[src/rrd_params.svh]
`ifndef RRD_PARAMS_SVH
`define RRD_PARAMS_SVH

// clock rate and input filtering time
`define RRD_CLK_MHZ        125
`define RRD_DEBOUNCE_US    1000

// channel and bus geometry
`define RRD_NUM_CH         6
`define RRD_FN_W           4
`define RRD_ADDR_W         8
`define RRD_DATA_W         32
`define RRD_RELAYS         2
`define RRD_CNT_W          8

// register byte addresses
`define RRD_REG_FUNC       8'h00
`define RRD_REG_CTRL       8'h04
`define RRD_REG_STATUS     8'h08
`define RRD_REG_CMD        8'h0C
`define RRD_REG_FIRED      8'h10
`define RRD_REG_COUNT      8'h14

// control register fields
`define RRD_CTRL_LATCH_LSB 0
`define RRD_CTRL_INV_LSB   8

// status register fields
`define RRD_STAT_RELAY_LSB 0
`define RRD_STAT_LATCH_LSB 2
`define RRD_STAT_BLOCK_LSB 4
`define RRD_STAT_LEVEL_LSB 8

// command register fields
`define RRD_CMD_CLR1_BIT   0
`define RRD_CMD_CLR2_BIT   1

`endif

[src/rrd_pkg.sv]
package rrd_pkg;

`include "rrd_params.svh"

    // function carried by one remote channel, stepped in this order
    typedef enum logic [`RRD_FN_W-1:0] {
        RRD_FN_DISABLED      = 4'h0,
        RRD_FN_CLR_FIRST     = 4'h1,
        RRD_FN_CLR_SECOND    = 4'h2,
        RRD_FN_CLR_BOTH      = 4'h3,
        RRD_FN_CLR_TOTAL     = 4'h4,
        RRD_FN_CLR_FIRST_TOT = 4'h5,
        RRD_FN_CLR_SECOND_TOT= 4'h6,
        RRD_FN_CLEAR_EVERYTHING = 4'h7,
        RRD_FN_BLOCK_FIRST_SENSOR  = 4'h8,
        RRD_FN_BLOCK_SECOND_SENSOR = 4'h9
    } rrd_func_t;

    // register bus request from software
    typedef struct packed {
        logic [`RRD_ADDR_W-1:0] addr;
        logic [`RRD_DATA_W-1:0] wdata;
        logic                   wr;
        logic                   rd;
    } rrd_bus_req_t;

    // what a channel does to relays, total and accumulation
    typedef struct packed {
        logic clr_first;
        logic clr_second;
        logic clr_total;
        logic blk_first;
        logic blk_second;
    } rrd_effect_t;

endpackage

[src/rrd_debounce.sv]
module rrd_debounce
    import rrd_pkg::*;
#(
    parameter int W      = 6,
    parameter int CYCLES = 125000
) (
    // clock and reset
    input  logic         clk_sys,
    input  logic         reset_n,
    // raw pins and filtered levels
    input  logic [W-1:0] pin,
    output logic [W-1:0] level
);

    localparam int CW = $clog2(CYCLES + 1);

    // refuse settings the counters cannot serve
    if (W < 1 || CYCLES < 1) begin : g_bad
        $error("rrd_debounce: width and cycle count must be positive");
    end

    typedef struct packed {
        logic [W-1:0]          s1;
        logic [W-1:0]          s2;
        logic [W-1:0]          level;
        logic [W-1:0][CW-1:0]  cnt;
    } rrd_deb_state_t;

    rrd_deb_state_t q;
    rrd_deb_state_t d;

    // level flips only after CYCLES agreeing samples of the new value
    always_comb begin
        d    = q;
        d.s1 = pin;
        d.s2 = q.s1;   // first stage feeds only the second
        for (int i = 0; i < W; i++) begin
            if (q.s2[i] == q.level[i]) begin
                d.cnt[i] = '0;
            end else if (q.cnt[i] == CW'(CYCLES - 1)) begin
                d.level[i] = q.s2[i];
                d.cnt[i]   = '0;
            end else begin
                d.cnt[i] = q.cnt[i] + CW'(1);
            end
        end
    end

    // state register
    always_ff @(posedge clk_sys or negedge reset_n) begin
        if (!reset_n) begin
            q <= '0;
        end else begin
            q <= d;
        end
    end

    assign level = q.level;

endmodule

[src/rrd_top.sv]
// Notes on behaviour
// - six remote channels, inputs only, never driven
// - each channel keeps its own function selection
// - disabled channel affects nothing at any level
// - first relay-clear function clears relay one only
// - second relay-clear function clears relay two only
// - clear-both function clears both relay latches
// - total-only clear, and relay one plus total
// - relay two plus total clear together
// - clear everything: both latches and total
// - first inhibit blocks sensor one while active
// - second inhibit blocks sensor two while active
// - keypad enter steps function, wrapping through disabled
// - latching relay holds until keypad or remote clear
//
// Added by the designer: the address map and strobed register access.
`include "rrd_params.svh"
module rrd_top
    import rrd_pkg::*;
#(
    parameter int DEBOUNCE_CYCLES = `RRD_DEBOUNCE_US * `RRD_CLK_MHZ
) (
    // clock and reset
    input  logic                   clk_sys,
    input  logic                   reset_n,
    // register bus
    input  rrd_bus_req_t           bus_req,
    output logic [`RRD_DATA_W-1:0] bus_rdata,
    // keypad confirm on a highlighted channel
    input  logic                   key_enter,
    input  logic [2:0]             key_chan,
    // remote control channels
    input  logic [`RRD_NUM_CH-1:0] remote_in,
    // alarm conditions from the setpoint logic
    input  logic [`RRD_RELAYS-1:0] alarm_cond,
    // relay drives
    output logic                   first_alarm_relay,
    output logic                   second_alarm_relay,
    // totalizer and accumulation controls
    output logic                   total_clear,
    output logic                   block_first_sensor,
    output logic                   block_second_sensor
);

    // refuse a filter time the debouncer cannot count
    if (DEBOUNCE_CYCLES < 1) begin : g_bad
        $error("rrd_top: debounce count must be at least one cycle");
    end

    // refuse a register layout that the data word cannot hold
    if (`RRD_NUM_CH * `RRD_FN_W > `RRD_DATA_W) begin : g_bad_func
        $error("rrd_top: function fields overflow the data word");
    end
    if (`RRD_CTRL_INV_LSB + `RRD_NUM_CH > `RRD_DATA_W) begin : g_bad_inv
        $error("rrd_top: polarity field overflows the data word");
    end
    if (`RRD_STAT_LEVEL_LSB + `RRD_NUM_CH > `RRD_DATA_W) begin : g_bad_lvl
        $error("rrd_top: level field overflows the data word");
    end
    if (`RRD_CNT_W > `RRD_DATA_W) begin : g_bad_cnt
        $error("rrd_top: clear counter is wider than the data word");
    end
    if (`RRD_CMD_CLR2_BIT >= `RRD_DATA_W) begin : g_bad_cmd
        $error("rrd_top: command bit lies outside the data word");
    end

    // overlapping fields would read back one value through another
    localparam bit FIELD_CLASH =
        (`RRD_CTRL_LATCH_LSB + `RRD_RELAYS > `RRD_CTRL_INV_LSB) ||
        (`RRD_STAT_RELAY_LSB + `RRD_RELAYS > `RRD_STAT_LATCH_LSB) ||
        (`RRD_STAT_LATCH_LSB + `RRD_RELAYS > `RRD_STAT_BLOCK_LSB) ||
        (`RRD_STAT_BLOCK_LSB + `RRD_RELAYS > `RRD_STAT_LEVEL_LSB);
    if (FIELD_CLASH) begin : g_bad_clash
        $error("rrd_top: register fields overlap");
    end

    // the channel select and the relay pins are sized by hand
    if (`RRD_NUM_CH > (1 << $bits(key_chan))) begin : g_bad_keys
        $error("rrd_top: channel select cannot reach every channel");
    end
    localparam int RELAY_PINS =
        $bits(first_alarm_relay) + $bits(second_alarm_relay);
    if (`RRD_RELAYS != RELAY_PINS) begin : g_bad_relays
        $error("rrd_top: two relay pins serve exactly two latches");
    end

    // complete state of the decoder
    typedef struct packed {
        rrd_func_t [`RRD_NUM_CH-1:0] func;
        logic [`RRD_RELAYS-1:0]      latch_en;
        logic [`RRD_NUM_CH-1:0]      invert;
        logic [`RRD_NUM_CH-1:0]      prev_act;
        logic [`RRD_RELAYS-1:0]      latch;
        logic                        relay1;
        logic                        relay2;
        logic                        tot_clr;
        logic                        blk1;
        logic                        blk2;
        logic [`RRD_NUM_CH-1:0]      fired;
        logic [`RRD_CNT_W-1:0]       clr_count;
        logic [`RRD_DATA_W-1:0]      rdata;
    } rrd_state_t;

    rrd_state_t                 q;
    rrd_state_t                 d;
    logic [`RRD_NUM_CH-1:0]     level;

    // decode a function into its effects
    function automatic rrd_effect_t fn_effect(input rrd_func_t f);
        rrd_effect_t e;
        e = '0;
        case (f)
            RRD_FN_CLR_FIRST: begin
                e.clr_first = 1'b1;
            end
            RRD_FN_CLR_SECOND: begin
                e.clr_second = 1'b1;
            end
            RRD_FN_CLR_BOTH: begin
                e.clr_first  = 1'b1;
                e.clr_second = 1'b1;
            end
            RRD_FN_CLR_TOTAL: begin
                e.clr_total = 1'b1;
            end
            RRD_FN_CLR_FIRST_TOT: begin
                e.clr_first = 1'b1;
                e.clr_total = 1'b1;
            end
            RRD_FN_CLR_SECOND_TOT: begin
                e.clr_second = 1'b1;
                e.clr_total  = 1'b1;
            end
            RRD_FN_CLEAR_EVERYTHING: begin
                e.clr_first  = 1'b1;
                e.clr_second = 1'b1;
                e.clr_total  = 1'b1;
            end
            RRD_FN_BLOCK_FIRST_SENSOR: begin
                e.blk_first = 1'b1;
            end
            RRD_FN_BLOCK_SECOND_SENSOR: begin
                e.blk_second = 1'b1;
            end
            default: begin
                e = '0;
            end
        endcase
        return e;
    endfunction

    // next function in the keypad cycle
    function automatic rrd_func_t fn_next(input rrd_func_t f);
        rrd_func_t n;
        case (f)
            RRD_FN_BLOCK_SECOND_SENSOR: n = RRD_FN_DISABLED;
            RRD_FN_DISABLED:            n = RRD_FN_CLR_FIRST;
            RRD_FN_CLR_FIRST:           n = RRD_FN_CLR_SECOND;
            RRD_FN_CLR_SECOND:          n = RRD_FN_CLR_BOTH;
            RRD_FN_CLR_BOTH:            n = RRD_FN_CLR_TOTAL;
            RRD_FN_CLR_TOTAL:           n = RRD_FN_CLR_FIRST_TOT;
            RRD_FN_CLR_FIRST_TOT:       n = RRD_FN_CLR_SECOND_TOT;
            RRD_FN_CLR_SECOND_TOT:      n = RRD_FN_CLEAR_EVERYTHING;
            RRD_FN_CLEAR_EVERYTHING:    n = RRD_FN_BLOCK_FIRST_SENSOR;
            RRD_FN_BLOCK_FIRST_SENSOR:  n = RRD_FN_BLOCK_SECOND_SENSOR;
            default:                    n = RRD_FN_DISABLED;
        endcase
        return n;
    endfunction

    // true when a code names a known function
    function automatic logic fn_legal(input logic [`RRD_FN_W-1:0] c);
        return c <= RRD_FN_BLOCK_SECOND_SENSOR;
    endfunction

    // address match for a write or a read strobe
    function automatic logic bus_hit(
        input logic                   strobe,
        input logic [`RRD_ADDR_W-1:0] addr,
        input logic [`RRD_ADDR_W-1:0] reg_addr
    );
        return strobe && (addr == reg_addr);
    endfunction

    // pins are only sampled, never driven: filtering per channel
    rrd_debounce #(
        .W      (`RRD_NUM_CH),
        .CYCLES (DEBOUNCE_CYCLES)
    ) u_deb (
        .clk_sys (clk_sys),
        .reset_n (reset_n),
        .pin     (remote_in),
        .level   (level)
    );

    // next-state logic for configuration, effects, latches and bus
    always_comb begin
        logic [`RRD_NUM_CH-1:0] act;
        logic [`RRD_NUM_CH-1:0] rise;
        logic [`RRD_NUM_CH-1:0] fire_set;
        logic [`RRD_NUM_CH-1:0] fire_clr;
        rrd_effect_t            e;
        logic                   clr1;
        logic                   clr2;
        logic                   clrt;
        logic                   blk1;
        logic                   blk2;
        logic                   wr_func;
        logic                   wr_cmd;
        logic [`RRD_FN_W-1:0]   code;

        d        = q;
        act      = level ^ q.invert;
        rise     = act & ~q.prev_act;      // keeps act on its rising edge only
        fire_set = '0;
        fire_clr = '0;
        e        = '0;
        clr1     = 1'b0;
        clr2     = 1'b0;
        clrt     = 1'b0;
        blk1     = 1'b0;
        blk2     = 1'b0;
        code     = '0;
        wr_func  = bus_hit(bus_req.wr, bus_req.addr, `RRD_REG_FUNC);
        wr_cmd   = bus_hit(bus_req.wr, bus_req.addr, `RRD_REG_CMD);
        d.prev_act = act;

        // gather effects of all channels; any mix may coexist
        for (int i = 0; i < `RRD_NUM_CH; i++) begin
            e = fn_effect(q.func[i]);
            if (rise[i]) begin
                clr1 = clr1 | e.clr_first;
                clr2 = clr2 | e.clr_second;
                clrt = clrt | e.clr_total;
                if (e.clr_first || e.clr_second || e.clr_total) begin
                    fire_set[i] = 1'b1;
                end
            end
            if (act[i]) begin
                blk1 = blk1 | e.blk_first;
                blk2 = blk2 | e.blk_second;
            end
        end

        // keypad clears arrive as command writes
        if (wr_cmd) begin
            clr1 = clr1 | bus_req.wdata[`RRD_CMD_CLR1_BIT];
            clr2 = clr2 | bus_req.wdata[`RRD_CMD_CLR2_BIT];
        end

        // latches: a standing alarm re-sets the latch over a clear
        d.latch[0] = (q.latch[0] & ~clr1)
                   | (alarm_cond[0] & q.latch_en[0]);
        d.latch[1] = (q.latch[1] & ~clr2)
                   | (alarm_cond[1] & q.latch_en[1]);
        d.relay1   = alarm_cond[0] | d.latch[0];
        d.relay2   = alarm_cond[1] | d.latch[1];

        // total clear is a one-cycle pulse; inhibits follow the level
        d.tot_clr = clrt;
        d.blk1    = blk1;
        d.blk2    = blk2;
        if (clrt) begin
            d.clr_count = q.clr_count + `RRD_CNT_W'(1);
        end

        // keypad confirm steps the highlighted channel
        if (key_enter && (32'(key_chan) < `RRD_NUM_CH)) begin
            d.func[key_chan] = fn_next(q.func[key_chan]);
        end

        // software write of a legal selection wins over a keypad step
        if (wr_func) begin
            for (int i = 0; i < `RRD_NUM_CH; i++) begin
                code = bus_req.wdata[i*`RRD_FN_W +: `RRD_FN_W];
                if (fn_legal(code)) begin
                    d.func[i] = rrd_func_t'(code);
                end
            end
        end

        // control: latch enables and per-channel input polarity
        if (bus_hit(bus_req.wr, bus_req.addr, `RRD_REG_CTRL)) begin
            d.latch_en = bus_req.wdata[`RRD_CTRL_LATCH_LSB +: `RRD_RELAYS];
            d.invert   = bus_req.wdata[`RRD_CTRL_INV_LSB +: `RRD_NUM_CH];
        end

        // fired flags: write one to clear, a new event wins
        if (bus_hit(bus_req.wr, bus_req.addr, `RRD_REG_FIRED)) begin
            fire_clr = bus_req.wdata[`RRD_NUM_CH-1:0];
        end
        d.fired = (q.fired & ~fire_clr) | fire_set;

        // read data stand one cycle only, zero otherwise
        d.rdata = '0;
        if (bus_req.rd) begin
            case (bus_req.addr)
                `RRD_REG_FUNC: begin
                    d.rdata[`RRD_NUM_CH*`RRD_FN_W-1:0] = q.func;
                end
                `RRD_REG_CTRL: begin
                    d.rdata[`RRD_CTRL_LATCH_LSB +: `RRD_RELAYS] = q.latch_en;
                    d.rdata[`RRD_CTRL_INV_LSB +: `RRD_NUM_CH]   = q.invert;
                end
                `RRD_REG_STATUS: begin
                    d.rdata[`RRD_STAT_RELAY_LSB +: `RRD_RELAYS] =
                        {q.relay2, q.relay1};
                    d.rdata[`RRD_STAT_LATCH_LSB +: `RRD_RELAYS] = q.latch;
                    d.rdata[`RRD_STAT_BLOCK_LSB +: `RRD_RELAYS] =
                        {q.blk2, q.blk1};
                    d.rdata[`RRD_STAT_LEVEL_LSB +: `RRD_NUM_CH] = q.prev_act;
                end
                `RRD_REG_FIRED: begin
                    d.rdata[`RRD_NUM_CH-1:0] = q.fired;
                end
                `RRD_REG_COUNT: begin
                    d.rdata[`RRD_CNT_W-1:0] = q.clr_count;
                end
                default: begin
                    d.rdata = '0;    // command and unmapped read as zero
                end
            endcase
        end
    end

    // state register; every selection starts disabled
    always_ff @(posedge clk_sys or negedge reset_n) begin
        if (!reset_n) begin
            q <= '0;
        end else begin
            q <= d;
        end
    end

    // outputs straight from the state register
    assign bus_rdata           = q.rdata;
    assign first_alarm_relay   = q.relay1;
    assign second_alarm_relay  = q.relay2;
    assign total_clear         = q.tot_clr;
    assign block_first_sensor  = q.blk1;
    assign block_second_sensor = q.blk2;

endmodule
[config.mk]
export PLATFORM = sky130hd
export DESIGN_NAME = rrd_top
export DESIGN_NICKNAME = d
export VERILOG_FILES = /design/src/rrd_pkg.sv /design/src/rrd_debounce.sv /design/src/rrd_top.sv
export VERILOG_INCLUDE_DIRS = /design/src
export SDC_FILE = /design/constraint.sdc
export NUM_CORES = 1
export LEC_CHECK = 0
export BUFFER_PORTS_ARGS = -buffer_cell sky130_fd_sc_hd__buf_2
export CAP_MARGIN = 10
export CELL_PAD_IN_SITES_DETAIL_PLACEMENT = 0
export CELL_PAD_IN_SITES_GLOBAL_PLACEMENT = 1
export CORE_MARGIN = 3
export CORE_UTILIZATION = 40
export DETAILED_ROUTE_END_ITERATION = 10
export PLACE_DENSITY = 0.78
export REMOVE_ABC_BUFFERS = 1
export SETUP_SLACK_MARGIN = 0.1
export SLEW_MARGIN = 10
export SYNTH_ARGS = -nofsm -noshare
export SYNTH_HDL_FRONTEND = slang
export SYNTH_SLANG_ARGS = --single-unit
[constraint.sdc]
create_clock -name clk_sys -period 2.09 [get_ports clk_sys]
set_clock_uncertainty 0.1 [all_clocks]
set_input_delay 0.1045 -clock clk_sys [delete_from_list [all_inputs] [get_ports clk_sys]]
set_output_delay 0.1045 -clock clk_sys [all_outputs]
set_load 0.01 [all_outputs]
==> results of run 1 <==
-- sequential cells by signal (all words and copies together), names as in the netlist --
signal	cells
u_deb.q	108
q	54
bus_rdata	24
u_deb.d	6
u_deb.level	6
block_first_sensor	1
block_second_sensor	1
first_alarm_relay	1
second_alarm_relay	1
total_clear	1
-- metal layers --
layer / up-vias / track usage / wire, µm
met5: - / 0 / 0
met4: 0 / 0.0549 / 698
met3: 52 / 0.0366 / 1380
met2: 204 / 0.305 / 11700
met1: 3863 / 0.256 / 11400
li1: 3837 / - / -
-- where the power goes --
| part | switching (mW) | internal, mW |
|---|---|---|
| Clock | 1.61 | 2.61 |
| Combinational | 1.06 | 0.856 |
| Sequential | 0.202 | 4.19 |
| Total | 2.87 | 7.66 |
-- final timing paths --
| path | slack, ns | end |
|---|---|---|
| min in group clk_sys | 0.03 | bus_rdata[21] |
| max in group asynchronous | 1.21 | q[55] |
| min reg2reg | 0.25 | u_deb.q[108] |
| min | 0.02 | u_deb.q[62] |
| max reg2reg | -0.06 | q[78] |
| max | -0.06 | q[78] |
-- kinds of logic after synthesis --
kind of cell | after synthesis | share of synthesized area
xor+xnor | 108 | 0.0942
simple gates | 471 | 0.228
mux | 42 | 0.0476
flops | 203 | 0.506
compound gates | 101 | 0.0680
fa+ha+maj | 10 | 0.0125
other cells | 1 | 0.000373
buf+inv | 81 | 0.0435
-- per-stage QoR --
stage                     instances  setup TNS, ns
after floorplan                 965         -0.287
after global placement         1435         -0.788
after detailed placement       1435          -2.05
after CTS                      1523              0
after global routing           1527          -1.55
final                          1527         -0.404
-- timing repair --
item | 4_1_cts | 5_1_grt
setup buffers | 5 | 2
setup endpoints to repair | 40 | 117
hold endpoints to repair | 260 | 0
gates resized for setup | 18 | 41
pin swaps | 13 | 9
hold buffers | 41 | 0
cloned | 0 | 2
-- layout make-up --
cell class	count	area, µm²
Inverter	22	85.1
Sequential cell	203	5080
Clock inverter	6	82.6
Tap cell	324	405
Timing Repair Buffer	193	1400
Clock buffer	37	721
Fill cell	2199	11900
Multi-Input combinational cell	742	4810
-- worst max-delay path: cells and delay by family (launching register included) --
family	cells	cell delay, ns
mux	1	0.27
compound gates	3	0.79
buf+inv	2	0.38
simple gates	1	0.04
flops	1	0.41
-- cell usage after synthesis (3+ instances only) --
master / instances / area [µm²]
a211oi_1: 4 / 30.0
mux2i_1: 17 / 170
xor2_1: 47 / 412
nor4_1: 10 / 62.6
a22o_1: 3 / 26.3
and4_1: 10 / 87.6
nand4_1: 19 / 119
a31oi_1: 20 / 125
inv_1: 22 / 82.6
o2111ai_1: 5 / 43.8
o31ai_1: 6 / 45.0
and2_1: 11 / 68.8
mux2_2: 22 / 248
xnor2_1: 61 / 534
clkbuf_1: 19 / 71.3
and3_1: 19 / 119
o21ai_0: 18 / 90.1
buf_2: 4 / 20.0
buf_1: 3 / 11.3
a21boi_0: 3 / 22.5
o22ai_1: 5 / 31.3
dfrtp_1: 203 / 5080
or2_2: 8 / 50.1
nor3_1: 30 / 150
or3_1: 10 / 62.6
nor2b_1: 7 / 43.8
o2bb2ai_1: 8 / 70.1
nand2b_1: 11 / 68.8
nand3_1: 65 / 325
a21oi_1: 14 / 70.1
ha_1: 10 / 125
buf_4: 32 / 240
nor4b_1: 8 / 70.1
nor2_1: 179 / 672
nor3b_1: 7 / 52.6
nand2_1: 68 / 255
==> run summary, run 1 <==
Critical Path RT: 2.35 ns
Vias/cell: 5.21
post-synthesis register bit count: 203
Yosys warning count: 0
crit path from: q[90]
outcome: complete, but fails checks
CTS clock-pin slew for the worst setup and hold paths: 0.06 ns
top_reg_cell synth: dfrtp_1
critical path class: flip-flop to flip-flop
Least-Margin Pin Slew: 0.648 ns
setup ws final: -0.0572 ns
fraction of layout cells with a size suffix above 1: 0.214
Final Critical Period: 2.15 ns
antenna violations before repair: 0
Reg2Reg Depth: 7
worst path cell trace: mux2_4 > a222oi_1 > buf_4 > nor4b_4 > buf_4 > a31oi_4 > a31oi_1
worst r2r src: q[90]
Starting Density: 0.411
max_cap viols: 0
Post-synth EDFFs: 0
unrepaired setup endpoints after global routing: true
Bufs on Longest Clock Path: 3
Post-Synthesis Cell Area: 10,000 µm²
power per cell area: 836 nW/µm²
Final Routed Wirelength: 25,200 µm
number of core rows: 57
Vias: 7,956
fin nets: 1,252
hpwl dp: 17,600 µm
CTS buffer count: 24
commonest non-fill, non-tap cell in the layout: dfrtp_1
P_leak: 5.61 nW
die area: 27,000 µm²
failing checks: negative setup slack
Max Clock Freq: 466 MHz
most frequent cells in the layout: dfrtp_1, nor2_1, buf_2
Root Driver: clkbuf_16
Hold Path Class: input pin to asynchronous set/reset pin
largest net degree at the start of global routing: 64
drt drc: 0
Antenna diodes: 0
Fin Hold WS: 0.0198 ns
post-route ant nets: 0
Setup crit start kind: flip-flop
post-route cell area: 12,600 µm²
critical path's slowest cell: dfrtp_1
global-route wire length before repair: 41,000 µm
Netlist cell types: 58
Critical Path Most Common Cell: buf_4
Worst Path Max Fanout: 6
Crit. End Element: flip-flop
clock latency on the worst-skew pair: 0.51 ns
Placed Area: 11,100 µm²
final setup vio count: 12
syn avg cell area: 9.87 µm²
fin util: 0.515
Seq/Total Area, Yosys: 0.506
Pins Over Slew Limit: 0
Slew HR: 0.565
CTS sink cnt: 203
DR pass1 iterations: 5
DRT iter0 DRCs: 475
core area: 24,500 µm²
slowest cell delay on critical path: 0.41 ns
Die W: 164 µm
vias in the first global route: 8,085
Async S/R FF share, synth: 1.00
H-Tree Depth: 1
Die Y-Extent: 164 µm
Max VDD drop: 0.000721 V
Worst EP arrival: 2.41 ns
GRT Residual Overflow: 0
GRT Overall Usage: 0.187
power consumption: 10.5 mW
wire per inst: 16.5 µm
Area Overhead vs Synth: 25.4%
final worst path period share: 1.03
Place WS: -0.173 ns
Port Buf Inserts: 76
CTS tree: done
Mapped Cells: 1,017
Top Ports: 93
GPL Wtd Cong: 0.974
final hold viol count: 0
Power figures use the tool's default switching activity.
==> run 2, diff against run 1 <==
PLACE_DENSITY = 0.8   (was 0.78)
==> run 2 against run 1 <==
Compared with the run above:
- the flow now finishes without violations
- non-clock buffer count fell by 5
- core utilization about the same
- combinational power fell by 4%
- critical path depth did not move
- register-to-register slack better by 0.14 ns
- sequential share of layout area barely moved
- critical path type unchanged
==> run summary, run 2 (synthesis results as in run 1) <==
fin cells: 1,518
power per cell area: 858 nW/µm²
Critical Path RT: 2.41 ns
CTS sink cnt: 203
Antenna diodes: 0
WHS Path Cells: 5
largest net degree at the start of global routing: 59
GR peak layer: met2
commonest non-fill, non-tap cell in the layout: dfrtp_1
GR Layer Usage met3: 0.0301
global-route wire length before repair: 41,200 µm
Area Overhead vs Synth: 25.4%
Starting Density: 0.411
critical path class: flip-flop to flip-flop
max_cap viols: 0
# placed instances: 1,433
clock latency on the worst-skew pair: 0.50 ns
P_leak: 5.60 nW
unrepaired setup endpoints after global routing: true
most frequent cells in the layout: dfrtp_1, nor2_1, buf_2
Max VDD drop: 0.000471 V
Hold Path Class: input pin to flip-flop
Die W: 164 µm
CP bufs+invs: 1
vias in the first global route: 8,117
GRT met1 Usage: 0.263
critical path's slowest cell: dfrtp_1
outcome: complete, no violations
fin nets: 1,244
Slew HR: 0.600
final setup vio count: 0
Die Y-Extent: 164 µm
Reg2Reg Depth: 7
Least-Margin Pin Slew: 0.596 ns
H-Tree Depth: 1
Biggest register: u_deb.q
Worst path depth: 7
GRT Residual Overflow: 0
hpwl dp: 17,700 µm
Max Clock Freq: 498 MHz
GR met2 Demand/Resource: 0.299
Bufs on Longest Clock Path: 3
DRT iter0 DRCs: 463
slowest cell delay on critical path: 0.38 ns
fraction of layout cells with a size suffix above 1: 0.212
max reg flops: 108
Crit. End Element: flip-flop
Top Family by Delay on Critical Path: compound AO/OA/AOI/OAI gates
Worst EP arrival: 2.33 ns
die area: 27,000 µm²
Vias: 7,996
Vias/cell: 5.27
GPL Wtd Cong: 0.942
DR pass1 iterations: 5
GRT Overall Usage: 0.188
Final Routed Wirelength: 24,800 µm
Worst Path Max Fanout: 6
number of core rows: 57
Setup crit start kind: flip-flop
post-route ant nets: 0
CTS tree: done
Pins Over Slew Limit: 0
Port Buf Inserts: 76
worst path cell trace: mux2_4 > a221oi_2 > buf_4 > ha_4 > nor4b_4 > a21oi_4 > o211ai_1
power consumption: 10.8 mW
core area: 24,500 µm²
drt drc: 0
Final Critical Period: 2.01 ns
CTS clock-pin slew for the worst setup and hold paths: 0.06 ns
CTS buffer count: 22
final worst path period share: 0.961
Root Driver: clkbuf_16
final hold viol count: 0
wire per inst: 16.4 µm
Top Ports: 93
antenna violations before repair: 0
==> run 2: changes by cell type in the layout (fill, tap and decap cells not counted), moves of 3 or more <==
cell,delta
buf_4,-4
o21ai_2,-3
clkbuf_1,-5
bufinv_16,+5
o21ai_0,+4
==> run 2: worst paths after layout <==
kind,endpoint,startpoint,slack (ns)
max,q[87],q[75],0.08
min,bus_rdata[6],bus_req[37],0.04
max reg2reg,q[87],q[75],0.08
min reg2reg,u_deb.q[110],u_deb.d[110],0.25
max in group asynchronous,q[61],reset_n,1.12
min in group asynchronous,u_deb.q[9],reset_n,0.07
==> run 2: routing by layer <==
layer / routed length [µm] / vias up
li1: - / 3814
met1: 11300 / 3915
met2: 11400 / 207
met3: 1280 / 60
met4: 790 / 0
met5: 0 / -
==> run 2: layout make-up <==
class | instances | area (µm²)
Clock buffer | 28 | 624
Clock inverter | 12 | 238
Fill cell | 2228 | 11900
Inverter | 22 | 82.6
Multi-Input combinational cell | 741 | 4790
Sequential cell | 203 | 5080
Tap cell | 324 | 405
Timing Repair Buffer | 188 | 1370
==> run 2: tightest hold or removal path: cells and delay by family <==
family | cells | cell delay (ns)
AOI/OAI and AO/OA | 1 | 0.14
buffers and inverters | 2 | 0.24
and+or+nand+nor | 2 | 0.10
==> run 2: where the power goes <==
group	internal, mW	switching, mW
clock network	2.97	1.59
registers	4.19	0.211
logic	0.831	1.01
total	8.00	2.81
==> run 2: repair_timing <==
action / CTS / global route
hold endpoints to repair: 260 / 0
buffers inserted: 1 / 4
hold buffers: 39 / 0
cloned: 0 / 1
pin swaps: 7 / 13
gates resized for setup: 18 / 33
setup endpoints to repair: 43 / 115
==> run 2: stage by stage <==
stage / utilization / setup slack, ns / cell area (µm²) / setup TNS [ns] / hold slack, ns
3_5_place_dp: 0.452 / -0.194 / 11100 / -2.27 / 0.0144
2_1_floorplan: - / -0.0478 / 9710 / -0.287 / -0.291
3_3_place_gp: 0.452 / -0.118 / 11100 / -1.18 / 0.00856
6_report: 0.515 / 0.0821 / 12600 / 0 / 0.0384
5_1_grt: 0.515 / -0.00866 / 12600 / -0.0100 / 0.0702
4_1_cts: 0.507 / 0.0680 / 12400 / 0 / 0.0257
==> run 3, diff against run 2 <==
PLACE_DENSITY = 0.77   (was 0.8)
clock period = 2.1 ns   (was 2.09 ns; I/O delays follow)
==> run 3 against run 2 <==
Compared with the run above:
- the run now ends with negative setup slack left
- non-clock buffer count rose by 7
- first-iteration DRC count is 29% higher
- final area is 1.3% lower
- die area is the same
- maximum frequency shrank 8.1%
- sequential power hardly changed
- final cell count grew 0.33%
- power is 6.4% lower
- core utilization down 0.66 points
- via count fell by 1.8%
- critical path type unchanged
- largest cell class unchanged
- largest power group is now registers
- highest routed layer unchanged
==> run summary, run 3 (synthesis results as in run 1) <==
outcome: complete, but fails checks
failing checks: negative setup slack
fin nets: 1,252
worst r2r src: q[86]
GRT Residual Overflow: 0
Sw Share: 0.270
Fin Hold WS: 0.0228 ns
Vias/cell: 5.16
final setup vio count: 12
HP Start: bus_req[38]
Root Driver: clkbuf_16
CTS buffer count: 23
Clk pwr share: 0.387
most frequent cells in the layout: dfrtp_1, nor2_1, buf_2, buf_4, nand2_1
antenna violations before repair: 0
largest net degree at the start of global routing: 60
CTS clock-pin slew for the worst setup and hold paths: 0.06 ns
unrepaired setup endpoints after global routing: true
fillers: 2,226
Sequential Power Share: 0.432
Setup crit start kind: flip-flop
critical path class: flip-flop to flip-flop
DRT iter0 DRCs: 596
Pins Over Slew Limit: 0
wire per inst: 16.2 µm
Worst Path Max Fanout: 6
core area: 24,500 µm²
final hold viol count: 0
Least-Margin Pin Slew: 0.609 ns
Area Overhead vs Synth: 23.8%
number of core rows: 57
drt drc: 0
GRT Overall Usage: 0.186
Vias: 7,852
Top Ports: 93
H-Tree Depth: 1
vias in the first global route: 7,745
global-route wire length before repair: 40,400 µm
setup ws final: -0.0857 ns
Place WS: -0.223 ns
P_sw: 2.73 mW
Final Critical Period: 2.19 ns
Biggest register: u_deb.q
crit path from: q[86]
Critical Path RT: 2.37 ns
Die Y-Extent: 164 µm
Starting Density: 0.411
Max VDD drop: 0.000591 V
Die W: 164 µm
final worst path period share: 1.04
Crit. End Element: flip-flop
logic gate share of total power: 0.181
die area: 27,000 µm²
max_cap viols: 0
Worst EP arrival: 2.46 ns
hpwl dp: 17,600 µm
Final Routed Wirelength: 24,700 µm
Hold Path Class: input pin to flip-flop
P_leak: 5.58 nW
CTS sink cnt: 203
commonest non-fill, non-tap cell in the layout: dfrtp_1
cell-internal power: 7.39 mW
fraction of layout cells with a size suffix above 1: 0.205
Port Buf Inserts: 76
post-route ant nets: 0
DR pass1 iterations: 5
Antenna diodes: 0
Bufs on Longest Clock Path: 3
max reg flops: 108
Slew HR: 0.591
CTS tree: done
GPL Wtd Cong: 0.911
clock latency on the worst-skew pair: 0.51 ns
power per cell area: 814 nW/µm²
Max Clock Freq: 458 MHz
-- run 3: critical path, stage by stage (launching register included) --
cell and delay (ns):
dfrtp_1 0.39, mux2_4 0.28, a222oi_1 0.47, buf_4 0.20, nor4b_4 0.04, buf_4 0.17, a31oi_4 0.25, a31oi_1 0.14
-- run 3: final cells by class --
type / count / area (µm²) / share of cell area
clock buffers: 34 / 687 / 0.0553
clock inverters: 4 / 48.8 / 0.00393
inverters: 22 / 82.6 / 0.00664
multi-input cells: 741 / 4700 / 0.378
flip-flops and latches: 203 / 5080 / 0.409
well taps: 324 / 405 / 0.0326
repair buffers: 195 / 1420 / 0.115
-- run 3: path summary, 6_finish.rpt --
check / end / slack, ns / cells past startpoint
min: bus_rdata[21] / 0.02 / 4
max reg2reg: q[82] / -0.09 / 7
max in group asynchronous: u_deb.q[73] / 1.19 / 3
max: q[82] / -0.09 / 7
min in group asynchronous: u_deb.d[108] / 0.06 / 2
min reg2reg: u_deb.q[108] / 0.25 / 0
-- run 3: power groups by stage --
stage	registers, mW	clock network [mW]	logic, mW
after CTS	4.37	4.04	1.77
after detailed placement	4.43	0	1.62
after global routing	4.39	4.22	2.01
final	4.37	3.92	1.83
after floorplan	4.46	0	0.712
after global placement	4.43	0	1.60
-- run 3: stage by stage --
step                      total power, mW  cells  cell area, µm²  utilization   TNS, ns
final                                10.1   1523           12400        0.508    -0.618
after global placement               6.03   1436           11100        0.453     -1.01
after global routing                 10.6   1523           12400        0.508     -1.40
after floorplan                      5.17    965            9710            -    -0.227
after detailed placement             6.05   1436           11100        0.453     -1.89
after CTS                            10.2   1518           12300        0.504  -0.00836
-- run 3: layer usage --
layer	routed length (µm)	track usage
met5	0	0
met4	614	0.0488
met3	1240	0.0306
met2	11400	0.296
met1	11400	0.266
-- run 3: timing repair --
action	in CTS	in global routing
hold endpoints to repair	260	0
hold buffers	40	0
setup buffers	4	4
setup endpoints to repair	40	94
pin swaps	8	6
resized for setup	17	17
cloned	0	1
